==> src/tpoc_defines.svh <==
// Offsets, field positions and reset values of the option control block.
// Included by its bare name; it defines constants only.
`ifndef TPOC_DEFINES_SVH
`define TPOC_DEFINES_SVH

// ==========================================================
// Register map (Wishbone byte addresses)
`define TPOC_OFS_OPTION 4'h0
`define TPOC_OFS_STATUS 4'h4
`define TPOC_OFS_PULLUP 4'h8

// ==========================================================
// Option register fields
`define TPOC_BIT_PULLUP_DIS 7
`define TPOC_BIT_IRQ_EDGE 6
`define TPOC_BIT_CLK_SRC 5
`define TPOC_BIT_SRC_EDGE 4
`define TPOC_BIT_PS_ASSIGN 3
`define TPOC_RATE_MSB 2
`define TPOC_RATE_LSB 0
`define TPOC_OPTION_RESET 8'hff
`define TPOC_PULLUP_RESET 8'h00

`endif

==> src/tpoc_pkg.sv <==
// Types shared by the option control block.
// Assumes tpoc_defines.svh holds the numeric constants.
package tpoc_pkg;
    // Which unit the shared prescaler serves
    typedef enum logic [0:0] {
        TPOC_PS_TIMER = 1'b0,
        TPOC_PS_WDOG = 1'b1
    } tpoc_assign_type;
endpackage : tpoc_pkg

==> src/tpoc_pin_sync.sv <==
// Three-stage pin synchroniser with agreement filter and edge pulses.
// Assumes an asynchronous pin and one system clock.
`timescale 1ns/1ps
module tpoc_pin_sync (
    input wire logic clk_sys,
    input wire logic sys_rst,
    input wire logic pinIn,
    output logic levelOut,
    output logic riseOut,
    output logic fallOut
);
    logic s1_q;
    logic s2_q;
    logic s3_q;
    logic lvl_q;
    logic agree;

    // ==========================================================
    // Synchroniser chain; the stable level changes when stages 2 and 3 agree
    assign agree = (s2_q == s3_q);
    assign riseOut = agree && s3_q && !lvl_q;
    assign fallOut = agree && !s3_q && lvl_q;
    assign levelOut = lvl_q;

    always_ff @(posedge clk_sys or posedge sys_rst) begin
        if (sys_rst) begin
            s1_q <= 1'b0;
            s2_q <= 1'b0;
            s3_q <= 1'b0;
            lvl_q <= 1'b0;
        end else begin
            s1_q <= pinIn;
            s2_q <= s1_q;
            s3_q <= s2_q;
            if (agree) begin
                lvl_q <= s3_q;
            end
        end
    end
endmodule : tpoc_pin_sync

==> src/tpoc_prescaler.sv <==
// Shared 8-bit ripple-free prescaler with a power-of-two tap select.
// Assumes the caller gives one event pulse per input tick.
`timescale 1ns/1ps
module tpoc_prescaler (
    input wire logic clk_sys,
    input wire logic sys_rst,
    input wire logic tickIn,
    input wire logic [3:0] log2Div,
    output logic tickOut
);
    logic [7:0] cnt_q;
    logic [8:0] mask;

    // ==========================================================
    // Output fires when the low log2Div bits wrap to zero
    assign mask = (9'h001 << log2Div) - 9'h001;
    assign tickOut = tickIn && ((cnt_q & mask[7:0]) == mask[7:0]);

    always_ff @(posedge clk_sys or posedge sys_rst) begin
        if (sys_rst) begin
            cnt_q <= 8'h00;
        end else if (tickIn) begin
            cnt_q <= cnt_q + 8'h01;
        end
    end
endmodule : tpoc_prescaler

==> src/tpoc_option_ctrl.sv <==
// Option control register with timer source, edge, prescaler and pull-up steering.
// Assumes a classic Wishbone master on clk_sys and asynchronous pins.
//
// Added by the designer: the Wishbone register port and the placing of the registers.
`timescale 1ns/1ps
`include "tpoc_defines.svh"
module tpoc_option_ctrl (
    input wire logic clk_sys,
    input wire logic sys_rst,
    input wire logic wb_cyc_i,
    input wire logic wb_stb_i,
    input wire logic wb_we_i,
    input wire logic [3:0] wb_adr_i,
    input wire logic [3:0] wb_sel_i,
    input wire logic [31:0] wb_dat_i,
    output logic [31:0] wb_dat_o,
    output logic wb_ack_o,
    input wire logic extIrqPin,
    input wire logic timerExtClockPin,
    input wire logic watchdogTickIn,
    output logic [7:0] pullupEnable,
    output logic extIrqRequest,
    output logic timerZeroTick,
    output logic watchdogTick,
    output logic [7:0] timerZeroCounter
);
    // ==========================================================
    // Registers
    logic [7:0] option_q;
    logic [7:0] pinPullup_q;
    logic [31:0] dat_q;
    logic ack_q;
    logic [7:0] pullup_q;
    logic irq_q;
    logic tmrTick_q;
    logic wdTick_q;
    logic [7:0] count_q;

    // ==========================================================
    // Helper functions
    // Edge choice shared by the interrupt pin and the timer clock pin
    function automatic logic pickEdge(input logic wantRise, input logic riseEv,
        input logic fallEv);
        pickEdge = wantRise ? riseEv : fallEv;
    endfunction : pickEdge

    // Division exponent; the timer side always divides by at least two
    function automatic logic [3:0] rateLog2(input logic forWdog, input logic [2:0] field);
        rateLog2 = forWdog ? {1'b0, field} : ({1'b0, field} + 4'h1);
    endfunction : rateLog2

    // ==========================================================
    // Option register layout
    // Bit 7 global pull-up off, bit 6 interrupt edge, bit 5 timer source
    // Bit 4 pin edge, bit 3 prescaler owner, bits 2:0 division rate
    // Every bit is plain read/write; no bit has a side effect on access
    // Changing the owner does not clear the shared count, so the first
    // divided tick after a switch may come early; software must allow it
    // ==========================================================
    // Decode of option fields
    wire pullupDis = option_q[`TPOC_BIT_PULLUP_DIS];
    wire irqEdge = option_q[`TPOC_BIT_IRQ_EDGE];
    wire clkSrc = option_q[`TPOC_BIT_CLK_SRC];
    wire srcEdge = option_q[`TPOC_BIT_SRC_EDGE];
    wire [2:0] rate = option_q[`TPOC_RATE_MSB:`TPOC_RATE_LSB];
    tpoc_pkg::tpoc_assign_type psOwner;
    assign psOwner = tpoc_pkg::tpoc_assign_type'(option_q[`TPOC_BIT_PS_ASSIGN]);

    // ==========================================================
    // Pin synchronisers
    wire irqRise;
    wire irqFall;
    wire tckRise;
    wire tckFall;

    tpoc_pin_sync u_irqSync (
        .clk_sys(clk_sys),
        .sys_rst(sys_rst),
        .pinIn(extIrqPin),
        .levelOut(),
        .riseOut(irqRise),
        .fallOut(irqFall)
    );

    tpoc_pin_sync u_tckSync (
        .clk_sys(clk_sys),
        .sys_rst(sys_rst),
        .pinIn(timerExtClockPin),
        .levelOut(),
        .riseOut(tckRise),
        .fallOut(tckFall)
    );

    // Interrupt edge choice
    wire irqEvent = pickEdge(irqEdge, irqRise, irqFall);

    // Timer source: pin edge or every instruction cycle
    wire pinEvent = pickEdge(!srcEdge, tckRise, tckFall);
    wire timerSrc = clkSrc ? pinEvent : 1'b1;

    // ==========================================================
    // Shared prescaler; only one consumer is routed to it at a time
    wire toWdog = (psOwner == tpoc_pkg::TPOC_PS_WDOG);
    wire psIn = toWdog ? watchdogTickIn : timerSrc;
    wire [3:0] psLog2 = rateLog2(toWdog, rate);
    wire psOut;

    tpoc_prescaler u_prescaler (
        .clk_sys(clk_sys),
        .sys_rst(sys_rst),
        .tickIn(psIn),
        .log2Div(psLog2),
        .tickOut(psOut)
    );

    // Timer bypasses the prescaler when the watchdog owns it, giving 1:1
    wire tmrEvent = toWdog ? timerSrc : psOut;
    wire wdEvent = toWdog ? psOut : watchdogTickIn;

    // Pull-up gating; global bit is active-low enable
    wire [7:0] pullupNext = pullupDis ? 8'h00 : pinPullup_q;

    // ==========================================================
    // Wishbone decode
    wire req = wb_cyc_i && wb_stb_i && !ack_q;
    // Write lands on the edge where the master samples ack high
    wire wrLow = wb_cyc_i && wb_stb_i && ack_q && wb_we_i && wb_sel_i[0];
    wire hitOpt = (wb_adr_i == `TPOC_OFS_OPTION);
    wire hitSts = (wb_adr_i == `TPOC_OFS_STATUS);
    wire hitPup = (wb_adr_i == `TPOC_OFS_PULLUP);
    wire [31:0] rdMux = hitOpt ? {24'h000000, option_q} :
                        hitSts ? {24'h000000, count_q} :
                        hitPup ? {24'h000000, pinPullup_q} : 32'h00000000;

    // Register writes; unmapped addresses are acked and ignored
    always_ff @(posedge clk_sys or posedge sys_rst) begin
        if (sys_rst) begin
            option_q <= `TPOC_OPTION_RESET;
            pinPullup_q <= `TPOC_PULLUP_RESET;
        end else begin
            if (wrLow && hitOpt) begin
                option_q <= wb_dat_i[7:0];
            end
            if (wrLow && hitPup) begin
                pinPullup_q <= wb_dat_i[7:0];
            end
        end
    end

    // Single-cycle answer, ack dropped the next cycle
    always_ff @(posedge clk_sys or posedge sys_rst) begin
        if (sys_rst) begin
            ack_q <= 1'b0;
            dat_q <= 32'h00000000;
        end else begin
            ack_q <= req;
            dat_q <= req ? rdMux : 32'h00000000;
        end
    end

    // ==========================================================
    // Registered outputs and the minimal timer counter
    always_ff @(posedge clk_sys or posedge sys_rst) begin
        if (sys_rst) begin
            pullup_q <= 8'h00;
            irq_q <= 1'b0;
            tmrTick_q <= 1'b0;
            wdTick_q <= 1'b0;
            count_q <= 8'h00;
        end else begin
            pullup_q <= pullupNext;
            irq_q <= irqEvent;
            tmrTick_q <= tmrEvent;
            wdTick_q <= wdEvent;
            if (tmrEvent) begin
                count_q <= count_q + 8'h01;
            end
        end
    end

    assign wb_ack_o = ack_q;
    assign wb_dat_o = dat_q;
    assign pullupEnable = pullup_q;
    assign extIrqRequest = irq_q;
    assign timerZeroTick = tmrTick_q;
    assign watchdogTick = wdTick_q;
    assign timerZeroCounter = count_q;
endmodule : tpoc_option_ctrl

==> config.mk <==
export PLATFORM = sky130hd
export DESIGN_NAME = tpoc_option_ctrl
export DESIGN_NICKNAME = d
export VERILOG_FILES = /design/src/tpoc_pkg.sv /design/src/tpoc_pin_sync.sv /design/src/tpoc_prescaler.sv /design/src/tpoc_option_ctrl.sv
export VERILOG_INCLUDE_DIRS = /design/src
export SDC_FILE = /design/constraint.sdc
export NUM_CORES = 1
export LEC_CHECK = 0
export ABC_AREA = 0
export BUFFER_PORTS_ARGS = -buffer_cell sky130_fd_sc_hd__buf_4
export CAP_MARGIN = 20
export CELL_PAD_IN_SITES_DETAIL_PLACEMENT = 1
export CELL_PAD_IN_SITES_GLOBAL_PLACEMENT = 1
export CORE_MARGIN = 4
export CORE_UTILIZATION = 39
export DETAILED_ROUTE_END_ITERATION = 7
export HOLD_SLACK_MARGIN = 0.06
export PLACE_DENSITY = 0.78
export SETUP_SLACK_MARGIN = 0.15
export SYNTH_ARGS = -nofsm -noshare
export SYNTH_HDL_FRONTEND = slang
export SYNTH_SLANG_ARGS = --single-unit
==> constraint.sdc <==
create_clock -name clk_sys -period 3.7 [get_ports clk_sys]
set_input_delay 0.37 -clock clk_sys [delete_from_list [all_inputs] [get_ports clk_sys]]
set_output_delay 0.37 -clock clk_sys [all_outputs]
set_load 0.05 [all_outputs]
==> reports/qor.yml, run 1 <==
status:
  outcome: "complete, no violations"
routing:
  ant_nets: 0
  via_per_inst: 5.10
  finalWirelength_mm: 7.74
  drt_iter0_markers: 74
  vias: 2370
  firstDrtPassIters: 4
  drc_errors: 0
  wl_per_cell_um: 16.6
worst_hold_path:
  min_path_type: "in2async"
timing:
  finalMaxSlewViolations: 0
  min_period_ns: 3.19
  fin_crit_sh_pct: 86.1
  fin_setup_tns_ns: 0
  setup_viol: 0
  timing.slew.headroom_pct: 61.1
  rsz0062_at_grt: "no"
  worst_pin_slew_ns: 0.582
  final_hold_viol_count: 0
  max_freq_mhz: 314
  finClkSkew_ns: 0.00920
  setup_slack_ns: 0.514
yosys:
  synth_common_cells: "52 x dfrtp_1, 24 x buf_4, 18 x a21oi_1, 18 x mux2_2"
  ys_types: 59
  netlist_area_um2: 3210
  ys_ff_latch: 60
  synth_flop_cell: "dfrtp_1"
  ys_warn_count: 0
  yosysTopAreaCellShare_pct: 40.5
  async_flop_share_pct: 100
  syn_area_per_cell_um2: 10.6
  syn_inst: 304
  synth_top_area_cell: "dfrtp_1"
  synth_edf_count: 0
  ys_seq_area_share_pct: 47.1
  yosysMostFrequentCell: "dfrtp_1"
  synthTopCellsByArea: "dfrtp_1 41%, dfstp_2 6.5%, mux2_2 6.3%, buf_4 5.6%, ha_1 3.1%"
clock_network:
  tritoncts: "built"
  hold_buffers: 0
  htree_levels: 3
  clock_path_buffers: 2
  clk_latency_ns: 0.34
  clk_pin_slew_worst_paths_ns: 0.08
  cts_buffers: 9
  clock_sinks: 60
  ctsRootBufferMaster: "clkbuf_8"
cells_and_area:
  fillers: 915
  final_cells: 465
  drive_gt1_share_pct: 31.1
  final_nets: 414
  multi_input_area_um2: 1460
  ff_latch_area_um2: 1510
  area_growth_pct: 19.2
  num_antenna_cells: 0
grt:
  antenna_found_initial: 0
  grt_max_degree: 36
  grt_pass1_wl_mm: 13.0
  grt_pass1_vias: 2491
  grt-ovfl-total: 0
  grt_use_total_pct: 16.8
die:
  die_w_um: 98.7
  core.rowCount: 32
  ios: 100
  coreArea_um2: 7850
  die_h_um: 98.7
  initial_core_util_pct: 40.9
  dieArea_um2: 9740
pwr:
  power_density_nw_per_um2: 599
  vdd_drop_max_mv: 0.271
  leakagePower_nw: 1.83
  total_power_mw: 2.29
critical_path:
  critPathArrivalTime_ns: 3.43
  cpPeakStageDelay_ns: 0.59
  worstPathRequired_ns: 3.94
  crit_path_end_kind: "register"
  reg2regPathDepth: 12
  worstReg2RegStart: "option_q[0]"
  cp_max_fo: 9
  slowest_stage: "dfstp_2"
  r2r_setup_slack_ns: 0.51
  worstSetupStartpointType: "register"
  crit_type: "reg2reg"
  cp-startpoint: "option_q[0]"
  worst_r2r_endpoint: "timerZeroCounter[2]"
  path_cells: "ha_2, nand2_1, a2111oi_1, a21oi_1, ha_1, nor2_1, a31oi_1, o31ai_1, a221oi_2, o221ai_4, or4_1, o311ai_1"
place:
  post-place-ws_ns: 0.298
  gp_congestion: 0.816
  placed_cells: 445
  dpl.hpwl_mm: 5.52
  port_buffers: 48
job:
  drv_cap: 0
-- power by group --
part / internal, mW / switching (mW) / total, mW
Clock: 0.452 / 0.285 / 0.736
Combinational: 0.235 / 0.438 / 0.672
Sequential: 0.757 / 0.125 / 0.883
Total: 1.44 / 0.848 / 2.29
-- cell usage in the layout (no fill, tap or decap), types with 2 or more instances in the layout --
master	netlist	final
a21oi_1	18	18
a31oi_1	4	4
and2_1	2	2
and3_1	3	3
and4_1	2	2
buf_4	24	55
bufinv_16	0	3
clkbuf_8	1	9
clkinvlp_4	0	2
conb_1	1	24
dfrtp_1	52	52
dfstp_2	8	8
ha_1	8	7
inv_1	17	16
inv_2	1	2
inv_6	0	2
mux2_2	18	18
nand2_1	16	16
nand2b_1	2	2
nand3_1	7	7
nand4_1	6	6
nor2_1	17	17
nor2b_1	9	9
nor3_1	12	12
o21a_1	2	2
o21ai_0	6	6
o21ai_1	2	2
o311ai_1	3	4
o31ai_1	2	2
o32ai_1	2	2
or3_1	6	6
or4_1	2	2
xnor2_1	7	7
xor2_1	7	7
-- per-layer routing --
metal	share of wire (%)	global-route usage, %
met5	0	0
met4	1.4	5.46
met3	4.2	3.89
met2	51	28.5
met1	43	21.2
-- cell families after synthesis --
kind of cell | synth area share (%)
buf+inv | 10.3
other cells | 0.117
mux | 6.78
simple gates | 17.1
xor+xnor | 3.82
flops | 47.1
fa+ha+maj | 3.12
compound gates | 11.7
-- registers in the layout (all words and copies together) (netlist names), 8 cells and up --
name	cells
u_prescaler.cnt_q	8
pullupEnable	8
pinPullup_q	8
timerZeroCounter	8
option_q	8
wb_dat_o	8
-- cell type report --
| cell class | instances | share of cell area (%) |
|---|---|---|
| Clock buffer | 9 | 3.24 |
| Clock inverter | 7 | 3.21 |
| Inverter | 18 | 1.77 |
| Multi-Input combinational cell | 214 | 38.1 |
| Sequential cell | 60 | 39.5 |
| Tap cell | 102 | 3.34 |
| Timing Repair Buffer | 55 | 10.8 |
-- through the flow --
step | cell area [µm²] | hold WS (ns) | util (%)
after detailed placement | 3540 | 0.339 | 45.2
final | 3820 | 0.0839 | 48.7
after floorplan | 3300 | 0.331 | -
after CTS | 3790 | 0.0864 | 48.3
after global routing | 3820 | 0.107 | 48.7
after global placement | 3540 | 0.338 | 45.2
-- worst max-delay path by stage --
stage	to	cells past startpoint
floorplan	timerZeroCounter[2]	12
global placement	timerZeroCounter[2]	12
detailed placement	timerZeroCounter[2]	12
CTS	timerZeroCounter[2]	12
global route	timerZeroCounter[2]	12
finish	timerZeroCounter[2]	12
-- repair_timing --
item,4_1_cts,5_1_grt
buffers inserted,0,4
gates resized for setup,0,2
setup endpoints to repair,0,10
-- worst max-delay path, delay by kind of cell, from the launching register on --
kind | cells | cell delay, ns
adder cells (fa/ha/maj) | 2 | 0.55
AO/OA/AOI/OAI | 7 | 1.27
flip-flops | 1 | 0.59
AND/OR/NAND/NOR | 3 | 0.69
(Power assumes the default switching activity.)
==> run 2, diff against run 1 <==
CORE_ASPECT_RATIO = 0.7   (was default)
==> reports/qor.yml, run 2 (same netlist as run 1, synthesis figures left out) <==
status:
  outcome: "complete, no violations"
timing:
  worst_pin_slew_ns: 0.560  # -0.0222 ns
  holdWs_ns: 0.0805  # -0.00342 ns
  max_freq_mhz: 302  # -3.8%
  fin_crit_sh_pct: 89.5  # +3.4 points
  timing.slew.headroom_pct: 62.6  # +1.4 points
  rsz0062_at_grt: "no"
  final_hold_viol_count: 0  # unchanged
  finClkSkew_ns: 0.00419  # -0.00501 ns
  min_period_ns: 3.31  # +0.126 ns
  finalMaxSlewViolations: 0  # unchanged
  fin_setup_tns_ns: 0  # unchanged
  setup_viol: 0  # unchanged
clock_network:
  clk_pin_slew_worst_paths_ns: 0.05  # -0.03 ns
  ctsRootBufferMaster: "clkbuf_16"
  cts_buffers: 9  # unchanged
  tritoncts: "built"
  clk_latency_ns: 0.33  # about the same
  htree_levels: 3  # unchanged
  hold_buffers: 0  # unchanged
  clock_path_buffers: 2  # unchanged
  clock_sinks: 60  # unchanged
cells_and_area:
  fillers: 870  # -4.9%
  drive_gt1_share_pct: 31.1  # about the same
  final_cell_mix: "52 x dfrtp_1, 52 x buf_4, 24 x conb_1, 18 x mux2_2, 18 x a21oi_1"
  final_nets: 411  # -0.72%
  final_core_util_pct: 49.0  # +0.29 points
  num_antenna_cells: 0  # unchanged
  area_growth_pct: 21.3
place:
  dpl.hpwl_mm: 5.70  # +3.3%
  gp_congestion: 0.847  # +3.8%
  port_buffers: 48  # unchanged
critical_path:
  cp_max_fo: 11  # +2
  worst_r2r_endpoint: "timerZeroCounter[2]"
  worstPathRequired_ns: 3.92  # -0.02 ns
  critPathArrivalTime_ns: 3.53  # +0.10 ns
  worstSetupStartpointType: "register"
  r2r_setup_slack_ns: 0.39  # -0.13 ns
  worstReg2RegStart: "option_q[1]"
  crit_type: "reg2reg"
  reg2regPathDepth: 12  # unchanged
  crit_path_end_kind: "register"
die:
  ios: 100  # unchanged
  die_h_um: 83.9  # -15%
  die_w_um: 116  # +18%
  coreArea_um2: 7940  # +1.2%
  initial_core_util_pct: 40.4  # -0.47 points
  core.rowCount: 27  # -16%
  dieArea_um2: 9770  # +0.23%
grt:
  grt_pass1_wl_mm: 13.3  # +2.2%
  antenna_found_initial: 0  # unchanged
  grt_use_total_pct: 17.4  # +0.55 points
  grt_max_degree: 39  # +8.3%
  grt_pass1_vias: 2576  # +3.4%
  grt-ovfl-total: 0  # unchanged
routing:
  drt_iter0_markers: 117  # +58%
  wl_per_cell_um: 17.0  # +2.2%
  ant_nets: 0  # unchanged
  drc_errors: 0  # unchanged
  firstDrtPassIters: 4  # unchanged
  finalWirelength_mm: 7.85  # +1.3%
  via_per_inst: 5.13  # +0.70%
  vias: 2366  # -0.17%
worst_hold_path:
  min_path_type: "in2async"
pwr:
  power_density_nw_per_um2: 634  # +5.8%
  vdd_drop_max_mv: 0.372  # +37%
  leakagePower_nw: 1.86  # +1.8%
job:
  drv_cap: 0  # unchanged
## run 2: changes by cell type in the layout (fill, tap and decap cells not counted), moves of 2 or more
cell / previous run / this run
clkbuf_16: 0 / 9
clkbuf_8: 9 / 1
buf_4: 55 / 52
clkinv_2: 0 / 2
clkinv_4: 0 / 2
clkinvlp_4: 2 / 0
inv_6: 2 / 0
## run 2: through the flow
| stage | cells | area [µm²] | power [mW] | setup slack, ns |
|---|---|---|---|---|
| after global placement | 443 | 3540 | 1.54 | 0.349 |
| final | 461 | 3890 | 2.47 | 0.388 |
| after global routing | 461 | 3890 | 2.60 | 0.148 |
| after detailed placement | 443 | 3540 | 1.57 | 0.249 |
| after floorplan | 327 | 3300 | 1.39 | 0.790 |
| after CTS | 459 | 3860 | 2.49 | 0.212 |
## run 2: layout make-up
cell class,count,area [µm²],area share [%]
flip-flops and latches,60,1510,38.8
multi-input cells,214,1470,37.8
repair buffers,52,390,10.0
clock buffers,10,239,6.14
well taps,101,126,3.25
clock inverters,6,87.6,2.25
inverters,18,67.6,1.74
## run 2: power breakdown
| group | switching [mW] | leakage, nW | internal, mW | total, mW |
|---|---|---|---|---|
| combinational | 0.441 | 0.945 | 0.235 | 0.676 |
| sequential | 0.130 | 0.757 | 0.759 | 0.889 |
| clock | 0.296 | 0.162 | 0.607 | 0.902 |
## run 2: how the worst max path moves through the flow
stage,depth (start not counted),end,startpoint,slack (ns)
after floorplan,12,timerZeroCounter[2],option_q[0],0.79
final,12,timerZeroCounter[2],option_q[1],0.39
after CTS,12,timerZeroCounter[2],option_q[0],0.21
after detailed placement,12,timerZeroCounter[2],option_q[0],0.25
after global placement,12,timerZeroCounter[2],option_q[0],0.35
after global routing,11,timerZeroCounter[2],option_q[1],0.15
## run 2: per-layer routing
metal	up-vias	track usage [%]	wire (µm)	share of wire (%)
met2	52	26.3	3580	46
met3	11	4.49	388	4.9
met1	1177	24.1	3770	48
met4	0	5.69	108	1.4
met5	-	0	0	0
li1	1126	-	-	-
## run 2: critical path: stages (launching register included)
cell and delay, ns:
dfstp_2 0.64, ha_2 0.28, nand2_1 0.14, a2111oi_2 0.33, a21oi_1 0.09, ha_1 0.29
nor2_1 0.04, a31oi_1 0.14, o31ai_1 0.10, a221oi_2 0.27, o221ai_4 0.24, or4_1 0.51
o311ai_1 0.11
## run 2: repair_timing
action	CTS	global route
setup endpoints to repair	0	10
setup buffers	0	2
resized for setup	0	4
